--- src/shared/ilu_map.svh ---
// interrupt latch and enable unit: register indices, field positions, resets
// assumes a 16-bit register view placed in the low half of 32-bit apb words
//
// Operation
// one request latch per source except software and undefined; request sets it
// accepting an interrupt clears that source's latch
// reset clears every request latch
// latches sit at 003CH/003DH; writing zero to a bit clears it
// writing one to a latch bit does nothing; only hardware sets latches
// reading the latch register returns every pending request
// software never clears address trap or watchdog latches; writes ones there
// software clears latches with plain loads, never read-modify-write
// non-maskable requests pass whatever the enable register holds
// enable register at 003AH/003BH, plain and read-modify-write access
// master enable low blocks every maskable request
// with master enable set, a source also needs its own enable
// on acceptance push the master enable value, then clear it
// either return instruction reloads master enable from the stacked value
// master enable is bit 0 of the low enable byte, resets to zero
// enable instruction sets master enable, disable instruction clears it
// enable bits 15 to 4 each gate one maskable source
// reset clears all source enables
// software drops master enable around enable or latch edits
// software never sets master and source enables in one write
// several pending: highest fixed priority wins; non-maskables unordered
// a shared level latches only the source chosen by the selector
// hardware set beats a same-cycle software clear
// enable bits 3 to 1 ignore writes and read as don't care
`ifndef ILU_MAP_SVH
`define ILU_MAP_SVH

// register indices; byte address is four times the index
`define ILU_IDX_EN    8'h3A
`define ILU_IDX_LAT   8'h3C
`define ILU_IDX_SEL   8'h3E

// reset values
`define ILU_LAT_RST   16'h0000
`define ILU_EF_RST    12'h000
`define ILU_IMF_RST   1'b0
`define ILU_SEL_RST   3'h0
`define ILU_RD_RST    32'h0000_0000

// field positions
`define ILU_IMF_BIT   0
`define ILU_EF_LO     4
`define ILU_EF_HI     15
`define ILU_LAT_LO    2
`define ILU_LAT_HI    15
`define ILU_NMI_MASK  16'h000C
`define ILU_LAT_MASK  16'hFFFC

// shared priority levels and their selector bits
`define ILU_SH0       9
`define ILU_SH1       14
`define ILU_SH2       15

`endif

--- src/shared/ilu_pkg.sv ---
// interrupt latch and enable unit: shared types
// assumes ilu_map.svh holds every number
package ilu_pkg;
  typedef logic [15:0] ilu_word_t;
  typedef logic [3:0]  ilu_id_t;
  typedef logic [2:0]  ilu_sel_t;
endpackage

--- src/shared/ilu_reg_if.sv ---
// interrupt latch and enable unit: strobes and read values between bus slave and core
// assumes one clock domain; strobes are one-cycle pulses
`timescale 1ns/10ps
interface ilu_reg_if;
  import ilu_pkg::*;
  logic      wr_en_stb;
  logic      wr_lat_stb;
  logic      wr_sel_stb;
  ilu_word_t wdata;
  ilu_word_t en_rd;
  ilu_word_t lat_rd;
  ilu_sel_t  sel_rd;
  modport bus  (output wr_en_stb, wr_lat_stb, wr_sel_stb, wdata, input en_rd, lat_rd, sel_rd);
  modport core (input wr_en_stb, wr_lat_stb, wr_sel_stb, wdata, output en_rd, lat_rd, sel_rd);
endinterface

--- src/design/ilu_top.sv ---
// interrupt latch and enable unit: latches, enables, priority pick and cpu hand-off
// assumes requests and cpu strobes come from logic on sys_clk_in, one-cycle pulses
`timescale 1ns/10ps
`include "ilu_map.svh"
module ilu_top (
  // clock and reset
  input  wire logic            sys_clk_in,
  input  wire logic            rst_b_in,
  // apb slave
  input  wire logic            psel_in,
  input  wire logic            penable_in,
  input  wire logic            pwrite_in,
  input  wire logic [11:0]     paddr_in,
  input  wire logic [31:0]     pwdata_in,
  output logic      [31:0]     prdata_out,
  output logic                 pready_out,
  output logic                 pslverr_out,
  // interrupt sources
  input  wire logic [15:2]     src_req_in,
  input  wire ilu_pkg::ilu_sel_t alt_req_in,
  // cpu core
  input  wire logic            cpu_ack_in,
  input  wire ilu_pkg::ilu_id_t cpu_ack_id_in,
  input  wire logic            cpu_ret_in,
  input  wire logic            cpu_ret_imf_in,
  input  wire logic            cpu_ei_in,
  input  wire logic            cpu_di_in,
  output logic                 cpu_irq_out,
  output ilu_pkg::ilu_id_t     cpu_vec_out,
  output logic                 imf_push_out
);
  import ilu_pkg::*;

  ilu_reg_if rif ();

  ilu_word_t   lat_r;
  ilu_word_t   lat_nxt;
  logic [15:4] ef_r;
  logic [15:4] ef_nxt;
  logic        imf_r;
  logic        imf_nxt;
  logic        push_r;
  logic        push_nxt;
  ilu_sel_t    sel_r;
  ilu_sel_t    sel_nxt;
  logic        irq_r;
  logic        irq_nxt;
  ilu_id_t     vec_r;
  ilu_id_t     vec_nxt;
  ilu_word_t   set_vec;
  ilu_word_t   sw_clr;
  ilu_word_t   ack_clr;
  ilu_word_t   acc_nxt;
  ilu_word_t   pend_nxt;
  ilu_word_t   pend_now;
  ilu_word_t   below_mask;

  ilu_apb u_apb (
    .sys_clk_in  (sys_clk_in),
    .rst_b_in    (rst_b_in),
    .psel_in     (psel_in),
    .penable_in  (penable_in),
    .pwrite_in   (pwrite_in),
    .paddr_in    (paddr_in),
    .pwdata_in   (pwdata_in),
    .prdata_out  (prdata_out),
    .pready_out  (pready_out),
    .pslverr_out (pslverr_out),
    .rif         (rif.bus)
  );

  // read views; bits 3..1 of the enable word read zero
  assign rif.en_rd  = {ef_r, 3'b000, imf_r};
  assign rif.lat_rd = lat_r;
  assign rif.sel_rd = sel_r;

  // request gating: shared levels listen only to the selected source
  always_comb begin
    set_vec              = '0;
    set_vec[15:2]        = src_req_in;
    set_vec[`ILU_SH0]    = sel_r[0] ? alt_req_in[0] : src_req_in[`ILU_SH0];
    set_vec[`ILU_SH1]    = sel_r[1] ? alt_req_in[1] : src_req_in[`ILU_SH1];
    set_vec[`ILU_SH2]    = sel_r[2] ? alt_req_in[2] : src_req_in[`ILU_SH2];
  end

  // clear sources; software cannot set, and trap/watchdog bits are
  // trusted to be written as ones, nothing protects them here
  always_comb begin
    sw_clr  = rif.wr_lat_stb ? (~rif.wdata & `ILU_LAT_MASK) : '0;
    ack_clr = cpu_ack_in ? ((16'h0001 << cpu_ack_id_in) & `ILU_LAT_MASK) : '0;
  end

  // per-latch next value; set beats either clear in the same cycle
  genvar gi;
  generate
    for (gi = `ILU_LAT_LO; gi <= `ILU_LAT_HI; gi++) begin : g_lat
      assign lat_nxt[gi] = set_vec[gi] | (lat_r[gi] & ~sw_clr[gi] & ~ack_clr[gi]);
    end
  endgenerate
  assign lat_nxt[1:0] = 2'b00;

  always_ff @(posedge sys_clk_in or negedge rst_b_in) begin
    if (!rst_b_in) begin
      lat_r <= `ILU_LAT_RST;
    end else begin
      lat_r <= lat_nxt;
    end
  end

  // enable flags, selector and master enable; later lines win:
  // bus write, then di/ei, then return, then acceptance
  always_comb begin
    ef_nxt   = ef_r;
    sel_nxt  = sel_r;
    imf_nxt  = imf_r;
    push_nxt = push_r;
    if (rif.wr_en_stb) begin
      ef_nxt  = rif.wdata[`ILU_EF_HI:`ILU_EF_LO];
      imf_nxt = rif.wdata[`ILU_IMF_BIT];
    end
    if (rif.wr_sel_stb)
      sel_nxt = rif.wdata[2:0];
    if (cpu_di_in)
      imf_nxt = 1'b0;
    else if (cpu_ei_in)
      imf_nxt = 1'b1;
    if (cpu_ret_in)
      imf_nxt = cpu_ret_imf_in;
    if (cpu_ack_in) begin
      push_nxt = imf_r;
      imf_nxt  = 1'b0;
    end
  end

  always_ff @(posedge sys_clk_in or negedge rst_b_in) begin
    if (!rst_b_in) begin
      ef_r   <= `ILU_EF_RST;
      imf_r  <= `ILU_IMF_RST;
      push_r <= `ILU_IMF_RST;
      sel_r  <= `ILU_SEL_RST;
    end else begin
      ef_r   <= ef_nxt;
      imf_r  <= imf_nxt;
      push_r <= push_nxt;
      sel_r  <= sel_nxt;
    end
  end

  // acceptance looks at next state so irq never lags a clear
  always_comb begin
    acc_nxt  = `ILU_NMI_MASK | ({ef_nxt, 4'h0} & {16{imf_nxt}});
    pend_nxt = lat_nxt & acc_nxt;
    irq_nxt  = |pend_nxt;
    vec_nxt  = '0;
    // lowest index is highest priority; trap before watchdog, arbitrary
    for (int k = `ILU_LAT_HI; k >= `ILU_LAT_LO; k--) begin
      if (pend_nxt[k])
        vec_nxt = ilu_id_t'(k);
    end
  end

  always_ff @(posedge sys_clk_in or negedge rst_b_in) begin
    if (!rst_b_in) begin
      irq_r <= 1'b0;
      vec_r <= '0;
    end else begin
      irq_r <= irq_nxt;
      vec_r <= vec_nxt;
    end
  end

  assign cpu_irq_out  = irq_r;
  assign cpu_vec_out  = vec_r;
  assign imf_push_out = push_r;

  // helpers read only by the checks below
  assign pend_now   = lat_r & (`ILU_NMI_MASK | ({ef_r, 4'h0} & {16{imf_r}}));
  assign below_mask = (16'h0001 << cpu_vec_out) - 16'h0001;
endmodule

--- src/design/ilu_apb.sv ---
// interrupt latch and enable unit: apb slave front end
// assumes a zero-wait apb master on sys_clk_in; registers live in the core
`timescale 1ns/10ps
`include "ilu_map.svh"
module ilu_apb (
  // clock and reset
  input  wire logic        sys_clk_in,
  input  wire logic        rst_b_in,
  // apb slave
  input  wire logic        psel_in,
  input  wire logic        penable_in,
  input  wire logic        pwrite_in,
  input  wire logic [11:0] paddr_in,
  input  wire logic [31:0] pwdata_in,
  output logic      [31:0] prdata_out,
  output logic             pready_out,
  output logic             pslverr_out,
  // register strobes
  ilu_reg_if.bus           rif
);
  import ilu_pkg::*;

  logic        hit_en;
  logic        hit_lat;
  logic        hit_sel;
  logic        acc;
  logic [31:0] prdata_r;
  logic [31:0] prdata_nxt;

  // address decode, index times four
  always_comb begin
    hit_en  = (paddr_in == {2'b00, `ILU_IDX_EN, 2'b00});
    hit_lat = (paddr_in == {2'b00, `ILU_IDX_LAT, 2'b00});
    hit_sel = (paddr_in == {2'b00, `ILU_IDX_SEL, 2'b00});
    acc     = psel_in & penable_in;
  end

  // writes land at the access edge; never a wait state
  assign pready_out      = 1'b1;
  assign pslverr_out     = acc & ~(hit_en | hit_lat | hit_sel);
  assign rif.wr_en_stb   = acc & pwrite_in & hit_en;
  assign rif.wr_lat_stb  = acc & pwrite_in & hit_lat;
  assign rif.wr_sel_stb  = acc & pwrite_in & hit_sel;
  assign rif.wdata       = pwdata_in[15:0];
  assign prdata_out      = prdata_r;

  // read data caught at the setup edge so it comes from a flop
  always_comb begin
    prdata_nxt = prdata_r;
    if (psel_in && !penable_in && !pwrite_in) begin
      prdata_nxt = `ILU_RD_RST;
      if (hit_en)
        prdata_nxt = {16'h0000, rif.en_rd};
      else if (hit_lat)
        prdata_nxt = {16'h0000, rif.lat_rd};
      else if (hit_sel)
        prdata_nxt = {29'h0000_0000, rif.sel_rd};
    end
  end

  always_ff @(posedge sys_clk_in or negedge rst_b_in) begin
    if (!rst_b_in) begin
      prdata_r <= `ILU_RD_RST;
    end else begin
      prdata_r <= prdata_nxt;
    end
  end
endmodule

--- config.mk ---
export PLATFORM = sky130hd
export DESIGN_NAME = ilu_top
export DESIGN_NICKNAME = d
export VERILOG_FILES = /design/src/shared/ilu_pkg.sv /design/src/shared/ilu_reg_if.sv /design/src/design/ilu_top.sv /design/src/design/ilu_apb.sv
export VERILOG_INCLUDE_DIRS = /design/src /design/src/shared
export SDC_FILE = /design/constraint.sdc
export NUM_CORES = 1
export LEC_CHECK = 0
export BUFFER_PORTS_ARGS = -buffer_cell sky130_fd_sc_hd__clkbuf_2
export CORE_UTILIZATION = 52
export CTS_CLUSTER_SIZE = 24
export DETAILED_ROUTE_END_ITERATION = 12
export PLACE_DENSITY = 0.85
export SLEW_MARGIN = 20
export SYNTH_ARGS = -nofsm -noshare
export SYNTH_HDL_FRONTEND = slang
export SYNTH_SLANG_ARGS = --single-unit
--- constraint.sdc ---
create_clock -name sys_clk_in -period 5.2 [get_ports sys_clk_in]
set_input_delay 1.04 -clock sys_clk_in [delete_from_list [all_inputs] [get_ports sys_clk_in]]
set_output_delay 1.04 -clock sys_clk_in [all_outputs]
set_load 0.005 [all_outputs]
### Word level (Yosys, flattened, before mapping)

Index checks and enable logic that the tools add are counted.

* multiplexer cells: 28
* reduce and logical (&&, ||, !) cells: 5
* equality and inequality tests: 3
* bitwise operators: 82
* shifts and indexed selects: 1

Operators with widths (count)
* $mux 32: 2
* $mux 4: 14
* $eq 12x8->1 const B: 3
* $and 1x1->1: 34
* $and 16x16->16: 2
* $mux 16: 2
* $not 1->1: 29
* $not 16->16: 1
* $or 1x1->1: 16
* $reduce_or 16->1: 1
* $shl 1x4->16 const A: 1
* $mux 12: 1
* $mux 1: 8
* $mux 3: 1
* $logic_and 1x1->1: 2
* $logic_not 1->1: 2

* output and inout port bits: 40
* input port bits: 75
* register bits: 68
* word-level logic and storage cells: 127

### Logic depth before layout (Yosys ltp)

* depth after elaboration: 24
* mapped depth: 7
* depth with buffers taken out: 6

### By module

Synthesis repeated with hierarchy kept, for this count alone.

* cells, all modules: 275
* area, all modules: 2850.2 um2

Modules (own cells, without submodules)
* ilu_top: times used 1, seq. area each 900.9 um2, area each 1735.4 um2, cells an instance 150
* ilu_apb: times used 1, seq. area each 400.4 um2, area each 1114.8 um2, cells an instance 125

### Worst setup path after synthesis

OpenSTA, ideal clock, no wires.

* path kind: input port to flip-flop
* from: in paddr_in[9]
* to: reg irq_r (netlist: cpu_irq_out)
* cell stages on the path: 7
* data required time: 5.058 ns
* arrival time: 3.267 ns
* path slack: 1.791 ns
* path buffers: 1
* cell sequence: or4_4 > nor4_4 > buf_6 > mux2i_1 > a2bb2o_1 > o41ai_2 > nand3_1

* cells in the longest elaborated chain, start to end: 10
* elaborated cells between the ends (all ways): 70
* classes of those cells: eq/ne (2); mux (7); bitwise (60); reduce/logical (1)

RTL lines
* start: declaration: line ilu_top.sv:13 `input wire logic [11:0] paddr_in,`
* $eq 12x8->1: line ilu_apb.sv:32 `` hit_en = (paddr_in == {2'b00, `ILU_IDX_EN, 2'b00}); ``
* $and 1x1->1: line ilu_apb.sv:41 `assign rif.wr_en_stb = acc & pwrite_in & hit_en;`
* $mux 1: line ilu_top.sv:117 `if (rif.wr_en_stb) begin`
* $mux 1: line ilu_top.sv:125 `else if (cpu_ei_in)`
* $mux 1: line ilu_top.sv:123 `if (cpu_di_in)`
* $mux 1: line ilu_top.sv:127 `if (cpu_ret_in)`
* $mux 1: line ilu_top.sv:129 `if (cpu_ack_in) begin`
* $and 16x16->16: line ilu_top.sv:151 `` acc_nxt = `ILU_NMI_MASK | ({ef_nxt, 4'h0} & {16{imf_nxt}}); ``
* $and 16x16->16 *: line ilu_top.sv:152 `pend_nxt = lat_nxt & acc_nxt;`
* $reduce_or 16->1 *: line ilu_top.sv:153 `irq_nxt = |pend_nxt;`
* net irq_nxt: line ilu_top.sv:47 `logic irq_nxt;`
* end signal: assignment: line ilu_top.sv:167 `irq_r <= irq_nxt;`
* end: declaration: line ilu_top.sv:46 `logic irq_r;`

The timed path passes the listed nets; every way through them passes the cells marked *.
A chain may end at the register's enable or synchronous reset.

### Worst setup path after layout

* from: in paddr_in[9]
* to: reg vec_r[1] (netlist: cpu_vec_out[1])

* cells in the longest elaborated chain, start to end: 23
* elaborated cells between the ends (all ways): 83
* classes of those cells: eq/ne (2); mux (21); bitwise (60)

RTL lines
* $eq 12x8->1: line ilu_apb.sv:32
* $and 1x1->1: line ilu_apb.sv:41
* $mux 1: line ilu_top.sv:117
* $mux 1: line ilu_top.sv:125
* $mux 1: line ilu_top.sv:123
* $mux 1: line ilu_top.sv:127
* $mux 1: line ilu_top.sv:129
* $and 16x16->16: line ilu_top.sv:151
* $and 16x16->16 *: line ilu_top.sv:152
* $mux 4 (13 in series): line ilu_top.sv:157 `if (pend_nxt[k])`
* $mux 4 *: line ilu_top.sv:157
* net vec_nxt[1]: line ilu_top.sv:49 `ilu_id_t vec_nxt;`
* end signal: assignment: line ilu_top.sv:168 `vec_r <= vec_nxt;`
* end: declaration: line ilu_top.sv:48 `ilu_id_t vec_r;`

Marked as above.

==> reports/metrics.yaml <==
p_switching_mw: 0.1889
intPower_mw: 0.5626
cts.sinks: 52
cts_resized: 0
grtUsageTotal_pct: 24.82
drtPass1Iterations: 4
core_um2: 5172
avgSynthCellArea_um2: 10.14
hold_end: "u_apb.prdata_out[2]"
setup_viol: 0
ys_seq_area_share_pct: 46.14
worst_r2r_endpoint: "cpu_irq_out"
placedCellCount: 424
syn_area_um2: 2820
instances_no_fill: 431
hold_path.class: "register to register"
cp-end-kind: "register"
r2r_slack_ns: 3.15
whs_ns: 0.4846
hold_start: "u_apb.prdata_out[2]"
detail_route.wl_per_cell_um: 15.24
mostFrequentLayoutCells: "81 x clkbuf_2, 52 x dfrtp_1, 43 x nor2_1, 20 x inv_1, 17 x conb_1"
drc: 0
layout_setup_ws_ns: 1.522
die_area_um2: 5722
worstHoldPathCells: 2
drt_wl_total_um: 6570
cp_slowest_cell: "nor4_4"
clkSlewWorstSetupHoldPaths_ns: 0.09
path_buf_inv: 2
slowest_delay_ns: 0.59
synth_cells: 278
busiest_layer: "met2"
numCtsBuffers: 5
critPathLaunchType: "input pin"
irDropWorstVdd_mv: 0.1215
clockPowerShare_pct: 28.4
final.fill_count: 443
crit_required_ns: 5.40
io_pins: 115
cts_tree: "yes"
final_util_pct: 64.10
dr.first_iter.drc_count: 162
post_cts_buffers: 0
dp_hpwl_um: 5103
max_freq_mhz: 271.9
outcome: "complete, no violations"
final_common_cell: "clkbuf_2"
reg2reg_depth: 6
grt_pass1_vias: 2248
grt_overflow: 0
switching_share_pct: 25.13
clk_latency_ns: 0.31
yosysUniqueCellTypes: 54
setup_tns_ns: 0
place_ws_ns: 1.223
p_comb_share_pct: 14.2
ant_nets: 0
p_leak_nw: 1.567
relSlewSlack_pct: 38.63
htreeDepth: 2
r2r_start: "rif.sel_rd[0]"
holdBufCountCts: 0
drv_cap: 0
root_buffer: "clkbuf_8"
final_hold_viol_count: 0
gp_congestion: 0.9446
antenna_found_initial: 0
path_delay_family: "simple AND/OR/NAND/NOR gates"
worstPathMaxFanout: 8
grt_max_degree: 53
power.density_nw_per_um2: 226.6
seqPwrFrac_pct: 57.5
die_w_um: 75.65
yosysWarnings: 0
timing.final.crit_share_pct: 70.73
syn_to_final_growth_pct: 17.57
drt-vias-per-instance: 5.485
synth.ff_latch_count: 52
grtUsageMet3_pct: 5.688
cts_max_path_buffers: 2
synth-async-reset-ratio_pct: 100.0
rsz0062_at_grt: "false"
fin_skew_ns: 0.008574
start_util_pct: 54.52
arrival_ns: 3.88
path_cells: "clkbuf_2 > or4_4 > nor4_4 > buf_4 > mux2i_1 > a2bb2o_1 > a311o_1 > a41o_1"
layout.nets: 436
min_period_ns: 3.678
tightestPinTransition_ns: 0.9172
path_class: "input pin to register"
synth_edf_count: 0
synth-main-ff-cell: "dfrtp_1"
vias: 2364
grt_pass1_wl_um: 10430
antenna_cells: 0
grtUsageMet2_pct: 39.98
dieHeight_um: 75.65
port_buffers: 81
drive_gt1_share_pct: 32.41
slew_viol_final: 0
use_met1_pct: 32.65
rows: 26
==> worst max path at each step <==
stage | start | end | slack (ns) | cells past startpoint
2_1_floorplan | paddr_in[9] | cpu_irq_out | 1.79 | 7
3_5_place_dp | paddr_in[9] | cpu_vec_out[1] | 1.22 | 8
5_1_grt | paddr_in[9] | cpu_vec_out[1] | 1.42 | 8
4_1_cts | paddr_in[9] | cpu_vec_out[1] | 1.54 | 8
6_report | paddr_in[9] | cpu_vec_out[1] | 1.52 | 8
3_3_place_gp | paddr_in[9] | cpu_vec_out[1] | 1.19 | 8
==> registers in the layout, indices dropped and copies added (netlist names) <==
signal            count
cpu_irq_out           1
cpu_vec_out           4
ef_r                 12
imf_push_out          1
imf_r                 1
lat_r                14
rif.sel_rd            3
u_apb.prdata_out     16
==> worst reg2reg max path, stage by stage (launching register included) <==
cell and delay [ns]:
dfrtp_1 0.39, mux2i_1 0.30, nor2b_1 0.17, a22o_1 0.18
a2bb2o_1 0.35, o41ai_2 0.42, nand3_1 0.11
==> power by group through the flow <==
| stage | combinational, mW | clock [mW] | sequential, mW |
|---|---|---|---|
| final | 0.106 | 0.213 | 0.432 |
| after global routing | 0.123 | 0.233 | 0.434 |
| after CTS | 0.107 | 0.219 | 0.432 |
| after detailed placement | 0.107 | 0 | 0.440 |
| after global placement | 0.105 | 0 | 0.439 |
| after floorplan | 0.0537 | 0 | 0.441 |
==> area by class of cell <==
cell class	count	area (µm²)	share of cell area [%]
multi-input cells	196	1331	40.15
flip-flops and latches	52	1301	39.25
repair buffers	86	442.9	13.36
well taps	70	87.58	2.642
inverters	20	75.07	2.264
clock buffers	6	72.57	2.189
clock inverters	1	5.005	0.1509
==> cell families (layout without fill, tap and decap cells) <==
group / count (synthesis) / count (layout) / share of synthesized area, %
other cells: 2 / 17 / 0.2663
mux: 21 / 21 / 7.808
buf+inv: 45 / 113 / 8.651
simple gates: 94 / 94 / 18.46
flops: 52 / 52 / 46.14
compound gates: 64 / 64 / 18.68
==> metal layers <==
metal | vias up | share of wire (%)
li1 | 1139 | -
met1 | 1112 | 41
met2 | 98 | 49
met3 | 15 | 7.4
met4 | 0 | 2.2
met5 | - | 0
==> stage by stage <==
stage	area, µm²	total power, mW
5_1_grt	3316	0.7899
4_1_cts	3316	0.7583
6_report	3316	0.7514
3_3_place_gp	3238	0.5438
2_1_floorplan	2877	0.4945
3_5_place_dp	3238	0.5471
==> synth_stat cells (all sizes together), types with 2 or more instances <==
library cell | count | area (µm²)
a2bb2oi | 2 | 17.52
conb | 2 | 7.510
nor4 | 4 | 46.29
o41ai | 2 | 25.03
o2bb2ai | 8 | 70.07
mux2 | 8 | 90.09
dfrtp | 52 | 1301
o211ai | 2 | 15.01
inv | 20 | 75.07
nand2 | 12 | 45.04
or4 | 2 | 18.77
o31a | 3 | 26.28
nand3 | 5 | 25.02
a22oi | 3 | 27.52
nor2b | 2 | 12.51
clkbuf | 6 | 22.52
a221oi | 13 | 113.9
or3b | 3 | 26.28
mux2i | 13 | 130.1
o21a | 6 | 45.04
nor3 | 3 | 26.28
nor2 | 43 | 161.4
a2bb2o | 2 | 20.02
a22o | 2 | 17.52
or2 | 7 | 43.79
nor3b | 2 | 15.01
o21ai | 6 | 30.03
o31ai | 3 | 22.52
nand4b | 2 | 17.52
or4b | 2 | 27.53
nand2b | 4 | 25.02
o22ai | 3 | 18.77
buf | 19 | 146.4
Note: power is estimated with default switching activity, not from simulation.
